### src/common/crc_pkg.sv
// Package of register offsets, fields and types for the CRC engine with scan control.
package crc_pkg;

   // ----------------------------------------------------------------------
   // Register indices (printed offsets are not word aligned)
   // ----------------------------------------------------------------------
   localparam logic [11:0] IDX_DATA_IN = 12'h34e;
   localparam logic [11:0] IDX_SHARED = 12'h352;
   localparam logic [11:0] IDX_MAIN_CTRL = 12'h356;
   localparam logic [11:0] IDX_POLY_LEN = 12'h357;
   localparam logic [11:0] IDX_DATA_LEN = 12'h358;
   localparam logic [11:0] IDX_SCAN_CTRL = 12'h360;
   localparam int ADDR_W = 14;

   // ----------------------------------------------------------------------
   // Field positions
   // ----------------------------------------------------------------------
   localparam int MC_EN = 7;
   localparam int MC_RUN = 6;
   localparam int MC_BUSY = 5;
   localparam int MC_ACCM = 4;
   localparam int MC_SEL_HI = 4;
   localparam int MC_SEL_LO = 3;
   localparam int MC_DIR = 1;
   localparam int MC_FULL = 0;
   localparam int SC_EN = 7;
   localparam int SC_TRIG = 6;
   localparam int SC_GO = 5;
   localparam int SC_REGION = 2;
   localparam int SC_BURST = 1;
   localparam int SC_BUSY = 0;
   localparam int LEN_W = 5;

   // ----------------------------------------------------------------------
   // Reset values
   // ----------------------------------------------------------------------
   localparam logic [31:0] WORD_RST = 32'h0000_0000;
   localparam logic [7:0] MAIN_CTRL_RST = 8'h00;
   localparam logic [7:0] SCAN_CTRL_RST = 8'h04;
   localparam logic [4:0] LEN_RST = 5'h00;
   localparam logic [4:0] ONE5 = 5'h01;
   localparam logic [31:0] ZERO32 = 32'h0000_0000;

   typedef enum logic [1:0] {
      SEL_RESULT0 = 2'b00,
      SEL_SHIFT = 2'b01,
      SEL_TAPS = 2'b10,
      SEL_RESULT1 = 2'b11
   } overlay_e;

   typedef enum logic [0:0] {
      ST_IDLE = 1'b0,
      ST_SHIFT = 1'b1
   } shift_state_e;

   // Avalon-MM request bundle.
   typedef struct packed {
      logic [ADDR_W-1:0] address;
      logic [3:0] byteenable;
      logic read;
      logic write;
      logic [31:0] writedata;
   } avm_req_s;

   // Configuration handed to the shifter.
   typedef struct packed {
      logic dir_lsb_first;
      logic accm;
      logic [LEN_W-1:0] poly_len;
      logic [LEN_W-1:0] data_len;
      logic [31:0] taps;
   } shift_cfg_s;

endpackage

### src/crc_engine.sv
// CRC engine with scan control, reached over Avalon-MM.
//
// Operation
// - Overlay select 11/00 picks result, 10 tap mask, 01 shifter view.
// - Direction bit set shifts right LSB first; clear shifts left MSB first.
// - Data-full flag reads 1 until the word moves into the shifter.
// - Polynomial length field holds width minus one, up to 32 bits.
// - Data length field holds valid bits minus one; only those shift.
// - Data input is 32 bits, four byte lanes, read/write, reset zero.
// - Result is byte writable, top byte most significant, seedable.
// - Shifter view is read-only live contents, reset zero.
// - Tap mask is read/write, reset zero, each bit enables feedback.
// - Result, shifter view and tap mask share one address.
// - Scanner control bit 7 enables the scanner, reset zero.
// - Region bit set targets data EEPROM, clear targets program flash.
// - Hardware clears scan go past end address idle, or on run or enable clear.
`timescale 1ns/1ps
`default_nettype none
module crc_engine
   import crc_pkg::*;
(
   // Clock and reset
   input wire logic mclk,
   input wire logic nrst,
   // Avalon-MM slave
   input wire logic [ADDR_W-1:0] avs_address,
   input wire logic [3:0] avs_byteenable,
   input wire logic avs_read,
   input wire logic avs_write,
   input wire logic [31:0] avs_writedata,
   output logic [31:0] avs_readdata,
   output logic avs_waitrequest,
   output logic [1:0] avs_response,
   // Scanner side
   input wire logic scan_past_end,
   input wire logic scan_cycle_active,
   input wire logic scan_word_valid,
   input wire logic [31:0] scan_word,
   output logic scan_word_ready,
   output logic scan_enable,
   output logic scan_go,
   output logic memory_region_select,
   output logic scan_trigger_enable,
   output logic scan_burst_mode
);

   // ----------------------------------------------------------------------
   // State
   // ----------------------------------------------------------------------
   typedef struct packed {
      logic [31:0] data_in;
      logic full;
      logic [31:0] taps;
      logic [7:0] main_ctrl;
      logic [LEN_W-1:0] poly_len;
      logic [LEN_W-1:0] data_len;
      logic [7:0] scan_ctrl;
      logic ack;
      logic [31:0] rdata;
      logic [1:0] resp;
   } regs_s;

   regs_s r_q;
   regs_s r_d;
   avm_req_s req;
   shift_cfg_s cfg;
   logic sh_ready;
   logic sh_busy;
   logic [31:0] sh_acc;
   logic [31:0] sh_view;
   logic acc_wr;
   logic [31:0] acc_wdata;
   logic load;
   logic [11:0] idx;
   logic hit;
   logic wr_now;
   logic rd_now;
   logic take;
   overlay_e sel;

   function automatic logic [31:0] lane_merge(input logic [31:0] old,
                                              input logic [31:0] nw,
                                              input logic [3:0] be);
      logic [31:0] res;
      res = old;
      for (int i = 0; i < 4; i++)
      begin
         if (be[i])
         begin
            res[i*8 +: 8] = nw[i*8 +: 8];
         end
      end
      return res;
   endfunction

   function automatic logic [7:0] byte_merge(input logic [7:0] old,
                                             input logic [7:0] nw,
                                             input logic be0);
      return be0 ? nw : old;
   endfunction

   // ----------------------------------------------------------------------
   // Shifter
   // ----------------------------------------------------------------------
   crc_shifter u_shifter (
      .mclk(mclk),
      .nrst(nrst),
      .cfg(cfg),
      .enable(r_q.main_ctrl[MC_EN] && r_q.main_ctrl[MC_RUN]),
      .load(load),
      .word(r_q.data_in),
      .ready(sh_ready),
      .busy(sh_busy),
      .acc_wr(acc_wr),
      .acc_wdata(acc_wdata),
      .acc(sh_acc),
      .shift_view(sh_view)
   );

   // ----------------------------------------------------------------------
   // Register file and bus
   // ----------------------------------------------------------------------
   always_comb
   begin
      req = '{address: avs_address, byteenable: avs_byteenable, read: avs_read,
              write: avs_write, writedata: avs_writedata};
      r_d = r_q;
      r_d.ack = 1'b0;
      // Byte address is four times the register index.
      idx = req.address[ADDR_W-1:2];
      hit = (req.address[1:0] == 2'h0) && ((idx == IDX_DATA_IN) || (idx == IDX_SHARED)
            || (idx == IDX_MAIN_CTRL) || (idx == IDX_POLY_LEN)
            || (idx == IDX_DATA_LEN) || (idx == IDX_SCAN_CTRL));
      // One wait cycle. Read data is registered on the first edge; a write lands only on
      // the second, where the master samples waitrequest low.
      take = (req.read || req.write) && !r_q.ack;
      wr_now = req.write && r_q.ack;
      rd_now = req.read && !r_q.ack;
      sel = overlay_e'(r_q.main_ctrl[MC_SEL_HI:MC_SEL_LO]);
      cfg = '{dir_lsb_first: r_q.main_ctrl[MC_DIR], accm: r_q.main_ctrl[MC_ACCM],
              poly_len: r_q.poly_len, data_len: r_q.data_len, taps: r_q.taps};
      acc_wr = 1'b0;
      acc_wdata = sh_acc;
      // The scanner feeds the data word only when software has left it empty.
      scan_word_ready = !r_q.full && r_q.scan_ctrl[SC_GO];
      load = r_q.full && sh_ready;
      if (load)
      begin
         r_d.full = 1'b0;
      end
      if (scan_word_valid && scan_word_ready)
      begin
         r_d.data_in = scan_word;
         r_d.full = 1'b1;
      end
      if (take)
      begin
         r_d.ack = 1'b1;
         r_d.resp = hit ? 2'b00 : 2'b10;
         r_d.rdata = ZERO32;
      end
      if (rd_now && hit)
      begin
         unique case (idx)
            IDX_DATA_IN: r_d.rdata = r_q.data_in;
            IDX_SHARED:
            begin
               unique case (sel)
                  SEL_TAPS: r_d.rdata = r_q.taps;
                  SEL_SHIFT: r_d.rdata = sh_view;
                  SEL_RESULT0, SEL_RESULT1: r_d.rdata = sh_acc;
               endcase
            end
            IDX_MAIN_CTRL: r_d.rdata = {24'h0, r_q.main_ctrl[7:6], sh_busy || r_q.full,
                                        r_q.main_ctrl[4:1], r_q.full};
            IDX_POLY_LEN: r_d.rdata = {27'h0, r_q.poly_len};
            IDX_DATA_LEN: r_d.rdata = {27'h0, r_q.data_len};
            IDX_SCAN_CTRL: r_d.rdata = {24'h0, r_q.scan_ctrl};
            default: r_d.rdata = ZERO32;
         endcase
      end
      if (wr_now && hit)
      begin
         unique case (idx)
            IDX_DATA_IN:
            begin
               r_d.data_in = lane_merge(r_q.data_in, req.writedata, req.byteenable);
               r_d.full = 1'b1;
            end
            IDX_SHARED:
            begin
               unique case (sel)
                  SEL_TAPS: r_d.taps = lane_merge(r_q.taps, req.writedata, req.byteenable);
                  SEL_SHIFT: r_d.taps = r_q.taps;
                  SEL_RESULT0, SEL_RESULT1:
                  begin
                     acc_wr = 1'b1;
                     acc_wdata = lane_merge(sh_acc, req.writedata, req.byteenable);
                  end
               endcase
            end
            IDX_MAIN_CTRL:
            begin
               r_d.main_ctrl = byte_merge(r_q.main_ctrl, req.writedata[7:0], req.byteenable[0]);
               r_d.main_ctrl[MC_BUSY] = 1'b0;
               r_d.main_ctrl[MC_FULL] = 1'b0;
               r_d.main_ctrl[2] = 1'b0;
            end
            IDX_POLY_LEN: r_d.poly_len = req.byteenable[0] ? req.writedata[4:0] : r_q.poly_len;
            IDX_DATA_LEN: r_d.data_len = req.byteenable[0] ? req.writedata[4:0] : r_q.data_len;
            IDX_SCAN_CTRL:
            begin
               r_d.scan_ctrl = byte_merge(r_q.scan_ctrl, req.writedata[7:0], req.byteenable[0]);
               r_d.scan_ctrl[4:3] = 2'b00;
               r_d.scan_ctrl[SC_BUSY] = r_q.scan_ctrl[SC_BUSY];
            end
            default: r_d.taps = r_q.taps;
         endcase
      end
      r_d.scan_ctrl[SC_BUSY] = scan_cycle_active;
      if ((scan_past_end && !scan_cycle_active) || !r_d.main_ctrl[MC_RUN]
          || !r_d.main_ctrl[MC_EN])
      begin
         r_d.scan_ctrl[SC_GO] = 1'b0;
      end
      avs_waitrequest = (req.read || req.write) && !r_q.ack;
      avs_readdata = r_q.rdata;
      avs_response = r_q.resp;
      scan_enable = r_q.scan_ctrl[SC_EN];
      scan_go = r_q.scan_ctrl[SC_GO];
      memory_region_select = r_q.scan_ctrl[SC_REGION];
      scan_trigger_enable = r_q.scan_ctrl[SC_TRIG];
      scan_burst_mode = r_q.scan_ctrl[SC_BURST];
   end

   always_ff @(posedge mclk or negedge nrst)
   begin
      if (!nrst)
      begin
         r_q <= '{data_in: WORD_RST, full: 1'b0, taps: WORD_RST, main_ctrl: MAIN_CTRL_RST,
                  poly_len: LEN_RST, data_len: LEN_RST, scan_ctrl: SCAN_CTRL_RST,
                  ack: 1'b0, rdata: WORD_RST, resp: 2'b00};
      end
      else
      begin
         r_q <= r_d;
      end
   end

endmodule
`default_nettype wire

### src/crc_shifter.sv
// Bit-serial CRC shifter with programmable length, taps and direction.
`timescale 1ns/1ps
`default_nettype none
module crc_shifter
   import crc_pkg::*;
(
   // Clock and reset
   input wire logic mclk,
   input wire logic nrst,
   // Configuration
   input wire shift_cfg_s cfg,
   input wire logic enable,
   // Word load
   input wire logic load,
   input wire logic [31:0] word,
   output logic ready,
   output logic busy,
   // Accumulator access
   input wire logic acc_wr,
   input wire logic [31:0] acc_wdata,
   output logic [31:0] acc,
   output logic [31:0] shift_view
);

   typedef struct packed {
      shift_state_e st;
      logic [31:0] acc;
      logic [31:0] sh;
      logic [LEN_W-1:0] left;
   } sstate_s;

   sstate_s s_q;
   sstate_s s_d;
   logic fb;
   logic din;
   logic [31:0] mask;

   always_comb
   begin
      s_d = s_q;
      mask = ~(32'hffff_fffe << cfg.poly_len);
      din = cfg.dir_lsb_first ? s_q.sh[0] : s_q.sh[cfg.data_len];
      if (cfg.accm)
      begin
         fb = s_q.acc[cfg.poly_len];
      end
      else
      begin
         fb = s_q.acc[cfg.poly_len] ^ din;
      end
      ready = (s_q.st == ST_IDLE) && enable;
      busy = (s_q.st == ST_SHIFT);
      if (acc_wr)
      begin
         s_d.acc = acc_wdata;
      end
      unique case (s_q.st)
         ST_IDLE:
         begin
            if (load && enable)
            begin
               s_d.sh = word;
               s_d.left = cfg.data_len;
               s_d.st = ST_SHIFT;
            end
         end
         ST_SHIFT:
         begin
            if (!enable)
            begin
               s_d.st = ST_IDLE;
            end
            else
            begin
               s_d.acc = ({s_q.acc[30:0], (cfg.accm ? din : 1'b0)}
                          ^ (fb ? cfg.taps : ZERO32)) & mask;
               s_d.sh = cfg.dir_lsb_first ? {1'b0, s_q.sh[31:1]} : {s_q.sh[30:0], 1'b0};
               s_d.left = s_q.left - ONE5;
               if (s_q.left == LEN_RST)
               begin
                  s_d.st = ST_IDLE;
               end
            end
         end
      endcase
      acc = s_q.acc;
      shift_view = s_q.sh;
   end

   always_ff @(posedge mclk or negedge nrst)
   begin
      if (!nrst)
      begin
         s_q <= '{st: ST_IDLE, acc: WORD_RST, sh: WORD_RST, left: LEN_RST};
      end
      else
      begin
         s_q <= s_d;
      end
   end

endmodule
`default_nettype wire

### config.mk
export PLATFORM = sky130hd
export DESIGN_NAME = crc_engine
export DESIGN_NICKNAME = d
export VERILOG_FILES = /design/src/common/crc_pkg.sv /design/src/crc_engine.sv /design/src/crc_shifter.sv
export SDC_FILE = /design/constraint.sdc
export NUM_CORES = 1
export LEC_CHECK = 0
export BUFFER_PORTS_ARGS = -buffer_cell sky130_fd_sc_hd__clkbuf_2
export CAP_MARGIN = 20
export CORE_ASPECT_RATIO = 1.1
export CORE_UTILIZATION = 40
export CTS_CLUSTER_SIZE = 10
export DETAILED_ROUTE_END_ITERATION = 16
export HOLD_SLACK_MARGIN = 0.1
export PLACE_DENSITY = 0.67
export SETUP_SLACK_MARGIN = 0.02
export SYNTH_ARGS = -nofsm -noshare
export SYNTH_HDL_FRONTEND = slang
export SYNTH_SLANG_ARGS = --single-unit
export TNS_END_PERCENT = 20
### constraint.sdc
create_clock -name mclk -period 2.5 [get_ports mclk]
set_input_delay 0.125 -clock mclk [delete_from_list [all_inputs] [get_ports mclk]]
set_output_delay 0.125 -clock mclk [all_outputs]
set_load 0.02 [all_outputs]
==> run metrics, run 1 <==
initial antenna violation count=0; worst path cell trace=buf_6 > mux4_2 > mux2i_2 > o21ai_2 > a2111oi_4 > buf_6 > buf_12 > o21ai_4 > buf_12 > a311oi_1 > a311o_1; Initial Util=40.8%; share of cells above drive strength 1=27.3%; Slew headroom=a little over half; Lkg Pwr=6.71 nW; power density over cell area=between 300 and 400 nW/µm²; WL per Instance=between 20 and 25 µm; R2R setup slack=-0.27 ns; CP endpoint kind=flip-flop; CTS Buf Count=17; Synthesis Warnings=0; status=complete, but fails checks; final setup vio count=34; Bufs and invs on worst path=4; Diodes inserted=0; residual DRC count=0; Rows=66; gr usage total=between 20% and 30%; failing checks=setup timing; Seq/Total Area, Yosys=between 30% and 40%; kind of critical path=flip-flop to flip-flop; drt via density=~6.0; Crit Path Max Fanout=14; Total Power=~6.2 mW; largest net degree at the start of global routing=75; gr ovfl total=0; dpl cells=~1,900; vias in the first global route=around 12,000; final worst-path cycle share=111%; Skew-Pair Late Insertion Delay=0.46 ns; Worst Hold Class=input pin to flip-flop; Post-synth EDFFs=0; clock sink count=190; Total Die Area=roughly 30,000 µm²; Final WS setup=-0.269 ns; Longest Clk Path Bufs=2; Mapped Cells=1,387; arrival time worst endpoint=approximately 3.2 ns; Largest stage delay, worst path=0.51 ns; Placed Instance Area=13,900 µm²; global-route wire length before repair=68.1 mm; VDD IR max=approximately 460 µV; most frequent cells in the layout=nor2_1 (198), dfrtp_1 (187), buf_4 (150); post-synthesis cell area=around 12,000 µm²; gpl congestion=about 0.95; fin crit period=approximately 2.8 ns; Root Buffer Master=clkbuf_16; Least-Margin Pin Slew=slightly above 0.7 ns; Mean Syn Cell Area=just under 9 µm²; IO buf count=128; final hold slack=between 0.1 and 0.15 ns; nets=1,756; met2 Use GR=between 40 and 50%; RSZ-0062 raised after global routing=true; Die X=approximately 170 µm; H-tree levels=4; final cell count without fillers=2,050; initial DRC count=roughly 1,200; DR pass1 iterations=5; met1 GRT Util=37.3%; asr flop ratio synth=100%; Setup Skew=0.0139 ns; hpwl dp=31.7 mm; Multi-input gate area=~6700 µm²; number of synthesized register bits=190; Die Ht=around 180 µm; crit-path leading delay family=compound AO/OA/AOI/OAI gates; Core ar.=29,600 µm²; unique cell type count in the Yosys netlist=80; most common cell after layout, fill and taps aside=nor2_1; clock-pin slew on the worst setup and hold paths=roughly 0.080 ns; MaxCap Viol Count=0; Area growth syn-to-layout=29.8%; Design Area, Final=15,700 µm²; grt peak-use layer=met2; count of pins over their slew limit=0; CP max-delay cell=mux4_2; final-report hold violation count=0; Main synth FF type=dfrtp_1; register area=~4800 µm²; final wirelength=approximately 44 mm; CTS tree=yes; CP required=roughly 2.9 ns; fillcell total=about 2,700; I/O pin cnt=130; GR Layer Usage met3=approximately 3.6%; Vias=12,200; critical path launch point type=flip-flop; Antenna Nets Post-Route=0; Fmax achieved=361 MHz; syn nets=about 1,500
==> path summary, 6_finish.rpt <==
kind | startpoint | to | cells past startpoint
setup / recovery | cfg[32] | u_shifter.acc[8] | 11
hold / removal | avs_write | avs_readdata[2] | 4
setup reg to reg | cfg[32] | u_shifter.acc[8] | 11
hold reg to reg | avs_response[1] | avs_response[1] | 2
max in group asynchronous | nrst | cfg[43] | 3
min in group asynchronous | nrst | avs_readdata[21] | 2
==> repair_timing <==
action                                  CTS  global route
endpoints found under the hold margin   155             0
pin swaps                                11            11
buffers inserted                          8             5
resized for setup                        27            17
gates cloned                              2             0
endpoints found under the setup margin   32            46
hold buffers                             90             0
==> cells by family (layout without fill, tap and decap cells) <==
kind of cell | after synthesis | count (layout) | synth area share, %
compound gates | 395 | 395 | 21.5
fa+ha+maj | 4 | 4 | 0.414
buf+inv | 171 | 459 | 6.95
flops | 190 | 190 | 39.4
mux | 128 | 128 | 12.7
other cells | 1 | 1 | 0.0310
simple gates | 498 | 499 | 19.0
==> through the flow <==
stage,utilization [%],setup TNS (ns),worst slack [ns]
floorplan,-,-0.365,-0.0479
global placement,46.8,-7.22,-0.331
detailed placement,46.8,-8.91,-0.365
CTS,52.5,-3.74,-0.176
global route,52.9,-7.54,-0.310
finish,52.9,-4.29,-0.269
==> where the power goes <==
part	switching (mW)	internal, mW	leakage, nW
clock network	1.37	1.40	0.287
logic	0.212	0.161	3.96
registers	0.00381	3.08	2.45
total	1.58	4.64	6.71
==> synthesized netlist by cell type, drive strengths merged (4+ instances only) <==
cell type,number,area share [%]
nand4,12,0.62
a311oi,7,0.51
inv,39,1.2
o22ai,37,1.9
a222oi,6,0.50
o21ai,125,5.3
nand3b,9,0.56
buf,64,3.6
o21bai,13,0.81
a311o,9,0.75
nand2,144,4.5
dfrtp,189,39
and2,10,0.52
a221oi,16,1.2
mux2i,54,4.5
a32oi,16,1.2
mux2,61,5.7
a21oi,75,3.2
ha,4,0.41
nor3,19,0.92
nand3,39,1.7
mux4,13,2.5
nor2,200,6.3
and3,12,0.62
a211oi,6,0.37
or4,7,0.43
nor4,9,0.57
a31oi,7,0.36
nand4b,4,0.29
o211ai,6,0.41
nor2b,10,0.52
clkbuf,68,2.1
a22oi,44,2.7
a2111oi,7,0.78
==> worst min-delay path: stages <==
cell and delay [ns]:
clkbuf_2 0.10, o21bai_2 0.16, nand2_1 0.10, o21ai_0 0.07
==> flip-flops by register name, indices dropped and copies added, names as in the netlist <==
signal,cells
memory_region_select,1
u_shifter.shift_view,32
scan_go,1
u_shifter.busy,1
r_q,38
u_shifter.acc,32
scan_enable,1
avs_response,1
u_shifter.s_q,5
avs_readdata,32
scan_trigger_enable,1
cfg,44
scan_burst_mode,1
==> final cells by class <==
type                       instances  area share [%]
multi-input combinational       1027            42.8
sequential                       190            30.3
timing repair buffer             388            19.2
tap                              374            2.98
clock buffer                      20            2.98
inverter                          39           0.933
clock inverter                    12           0.742
==> metal layers <==
layer / part of all wire [%] / up-vias
met2: 48 / 496
met1: 42 / 6045
met5: 0 / -
met4: 4.1 / 0
li1: - / 5588
met3: 5.8 / 104
(Power assumes the default switching activity.)
==> inputs of run 2 (changes only) <==
- SYNTH_HIERARCHICAL: unset -> 1
==> run 2 against run 1 <==
Effect of this change:
- critical path depth down 2
- sequential power hardly changed
- register-to-register slack lost 0.03 ns
- critical path type unchanged
- synthesized area is 11% higher
- largest power group unchanged
- the run still ends with setup timing left
- synthesized cell count up 4.5%
- sequential cell count unchanged
- count of clock-buffer cells in the layout down 2
- via count is 0.19% lower
- hold slack gained 0.028 ns
- global-route usage is 2.9 points lower
==> run metrics, run 2 <==
status=complete, but fails checks; gpl congestion=0.948; Slew headroom=about 59%; worst path cell trace=buf_4 > mux4_2 > mux2i_1 > o22ai_1 > or3_4 > buf_6 > xnor2_4 > and4b_1 > or3_1; Vias=about 12,000; Rows=70; Die X=177 µm; global-route wire length before repair=67.9 mm; Worst Hold Class=input pin to flip-flop; final wirelength=44.1 mm; RSZ-0062 raised after global routing=true; CTS Buf Count=17; gr usage total=approximately a quarter; top cell type's share of synthesized area=35.2%; clock-pin slew on the worst setup and hold paths=about 0.08 ns; H-tree levels=4; Setup Skew=between 0.01 and 0.015 ns; Main synth FF type=dfrtp_1; initial antenna violation count=0; Lkg Pwr=approximately 6.9 nW; Mean Syn Cell Area=slightly above 9 µm²; IO buf count=128; Post-synth EDFFs=0; unique cell type count in the Yosys netlist=85; largest net degree at the start of global routing=64; number of synthesized register bits=between 150 and 200; drt via density=between 5 and 6; DR pass1 iterations=5; arrival time worst endpoint=about 3.1 ns; VDD IR max=348 µV; vias in the first global route=~12,000; Antenna Nets Post-Route=0; count of pins over their slew limit=0; Core ar.=approximately 33,000 µm²; hpwl dp=around 32 mm; residual DRC count=0; Die Ht=194 µm; fin crit period=approximately 2.8 ns; Final Util=approximately 49%; Root Buffer Master=clkbuf_16; kind of critical path=flip-flop to flip-flop; Placed Instance Area=around 15,000 µm²; critical path launch point type=flip-flop; clock sink count=between 150 and 200; power density over cell area=~380 nW/µm²; Longest Clk Path Bufs=2; number of flip-flops in the largest register=44; cell taking the most area after synthesis=dfrtp_1; most frequent cells in the layout=dfrtp_1 (183), buf_4 (156), nand2_1 (141); Synthesis Warnings=6; Skew-Pair Late Insertion Delay=about 0.45 ns; Initial Util=between 40% and 50%; Least-Margin Pin Slew=0.604 ns; WL per Instance=21.0 µm; dpl cells=1,968; initial DRC count=around 1,300; Seq/Total Area, Yosys=35.4%; I/O pin cnt=between 100 and 150; final cell count without fillers=2,095; CTS tree=yes; nets=between 1,500 and 2,000; Mapped Cells=around 1,500; asr flop ratio synth=between 90% and 100%; gr ovfl total=0; worst reg2reg path depth=9; Diodes inserted=0; worst hold path depth=2; CP endpoint kind=flip-flop; synth top area cells=dfrtp_1 (35%), mux2_4 (7.1%), buf_4 (5.9%), mux2i_1 (5.4%), nand2_1 (3.9%); Design Area, Final=approximately 16,000 µm²; CP max-delay cell=mux4_2; share of cells above drive strength 1=a little under a third; Area growth syn-to-layout=21.6%; final worst-path cycle share=112%; final-report hold violation count=0; final setup vio count=30; post-synthesis cell area=~13,000 µm²; Total Die Area=about 34,000 µm²; top post-synthesis cells by count=dfrtp_1 (189), nand2_1 (141), buf_4 (105), nor2_1 (96); CP required=approximately 2.8 ns; MaxCap Viol Count=0; syn nets=approximately 1,500; Final WS setup=-0.304 ns; Crit Path Max Fanout=7; failing checks=setup timing; fillcell total=~3,000; Largest stage delay, worst path=roughly 0.48 ns; most instantiated library cell after synthesis=dfrtp_1; most common cell after layout, fill and taps aside=dfrtp_1; Fmax achieved=357 MHz
## run 2: cell types whose count changed after synthesis, moves of 14 or more
cell	change
a32oi_1	-15
a22oi_1	+14
nor3_1	+17
mux2_4	+63
nor2_1	-103
inv_1	+14
o21ai_0	-42
mux2i_1	+19
nand2b_1	+35
mux2_2	-40
o21ai_1	+29
buf_4	+70
## run 2: what timing repair did
action                                  CTS  global route
cloned                                    2             0
gates resized for setup                  37            13
endpoints found under the setup margin   32            32
hold buffers                             74             1
buffers inserted                         10             8
pin swaps                                23            20
hold endpoints to repair                263             1
## run 2: critical path: cells and delay by family, from the launching register on
kind | cells | cell delay, ns
flip-flops | 1 | 0.39
AO/OA/AOI/OAI | 1 | 0.14
XOR/XNOR | 1 | 0.18
AND/OR/NAND/NOR | 3 | 1.02
buffers and inverters | 2 | 0.27
multiplexers | 2 | 0.69
## run 2: cells by family (layout without fill, tap and decap cells)
| group | count (synthesis) | count (layout) | synth area share (%) |
|---|---|---|---|
| DFF | 190 | 190 | 35.4 |
| adders and majority gates | 4 | 4 | 0.372 |
| and+or+nand+nor | 444 | 444 | 18.2 |
| buffers and inverters | 255 | 467 | 10.9 |
| muxes | 171 | 171 | 16.6 |
| other | 1 | 1 | 0.0279 |
| xor gates and xnor gates | 2 | 3 | 0.270 |
| AOI/OAI and AO/OA | 383 | 383 | 18.3 |
## run 2: path summary, 6_finish.rpt
path / slack [ns] / end / from
setup / recovery: -0.30 / u_shifter/acc[23] / cfg[38]
hold / removal: 0.17 / cfg[1] / avs_writedata[1]
setup reg to reg: -0.30 / u_shifter/acc[23] / cfg[38]
hold reg to reg: 0.49 / avs_readdata[16] / avs_readdata[16]
max in group asynchronous: 1.56 / cfg[20] / nrst
min in group asynchronous: 0.19 / scan_trigger_enable / nrst
## run 2: final cells by class
type | instances | area, µm² | area share (%)
tap | 432 | 541 | 3.31
clock buffer | 18 | 439 | 2.69
inverter | 53 | 199 | 1.22
sequential | 190 | 4760 | 29.1
multi-input combinational | 1006 | 7370 | 45.1
clock inverter | 14 | 126 | 0.773
timing repair buffer | 382 | 2910 | 17.8
## run 2: power breakdown
group          switching (mW)  total, mW  internal [mW]
registers             0.00369       3.08           3.08
logic                   0.238      0.409          0.171
clock network            1.37       2.71           1.34
## run 2: through the flow
step / hold slack, ns / worst slack [ns] / power (mW) / TNS [ns]
2_1_floorplan: -0.171 / -0.0832 / 3.22 / -0.754
3_3_place_gp: 0.106 / -0.310 / 3.46 / -6.47
3_5_place_dp: 0.102 / -0.464 / 3.46 / -9.68
4_1_cts: 0.102 / -0.248 / 6.22 / -3.70
5_1_grt: 0.158 / -0.337 / 6.37 / -6.55
6_report: 0.167 / -0.304 / 6.20 / -4.98
## run 2: layer usage
layer	wire (µm)	part of all wire (%)	vias to the layer above	track usage (%)
met2	21500	49	573	42.0
met4	1620	3.7	0	10.8
met1	18200	41	6006	34.1
li1	-	-	5526	-
met5	0	0	-	0
met3	2740	6.2	105	3.25
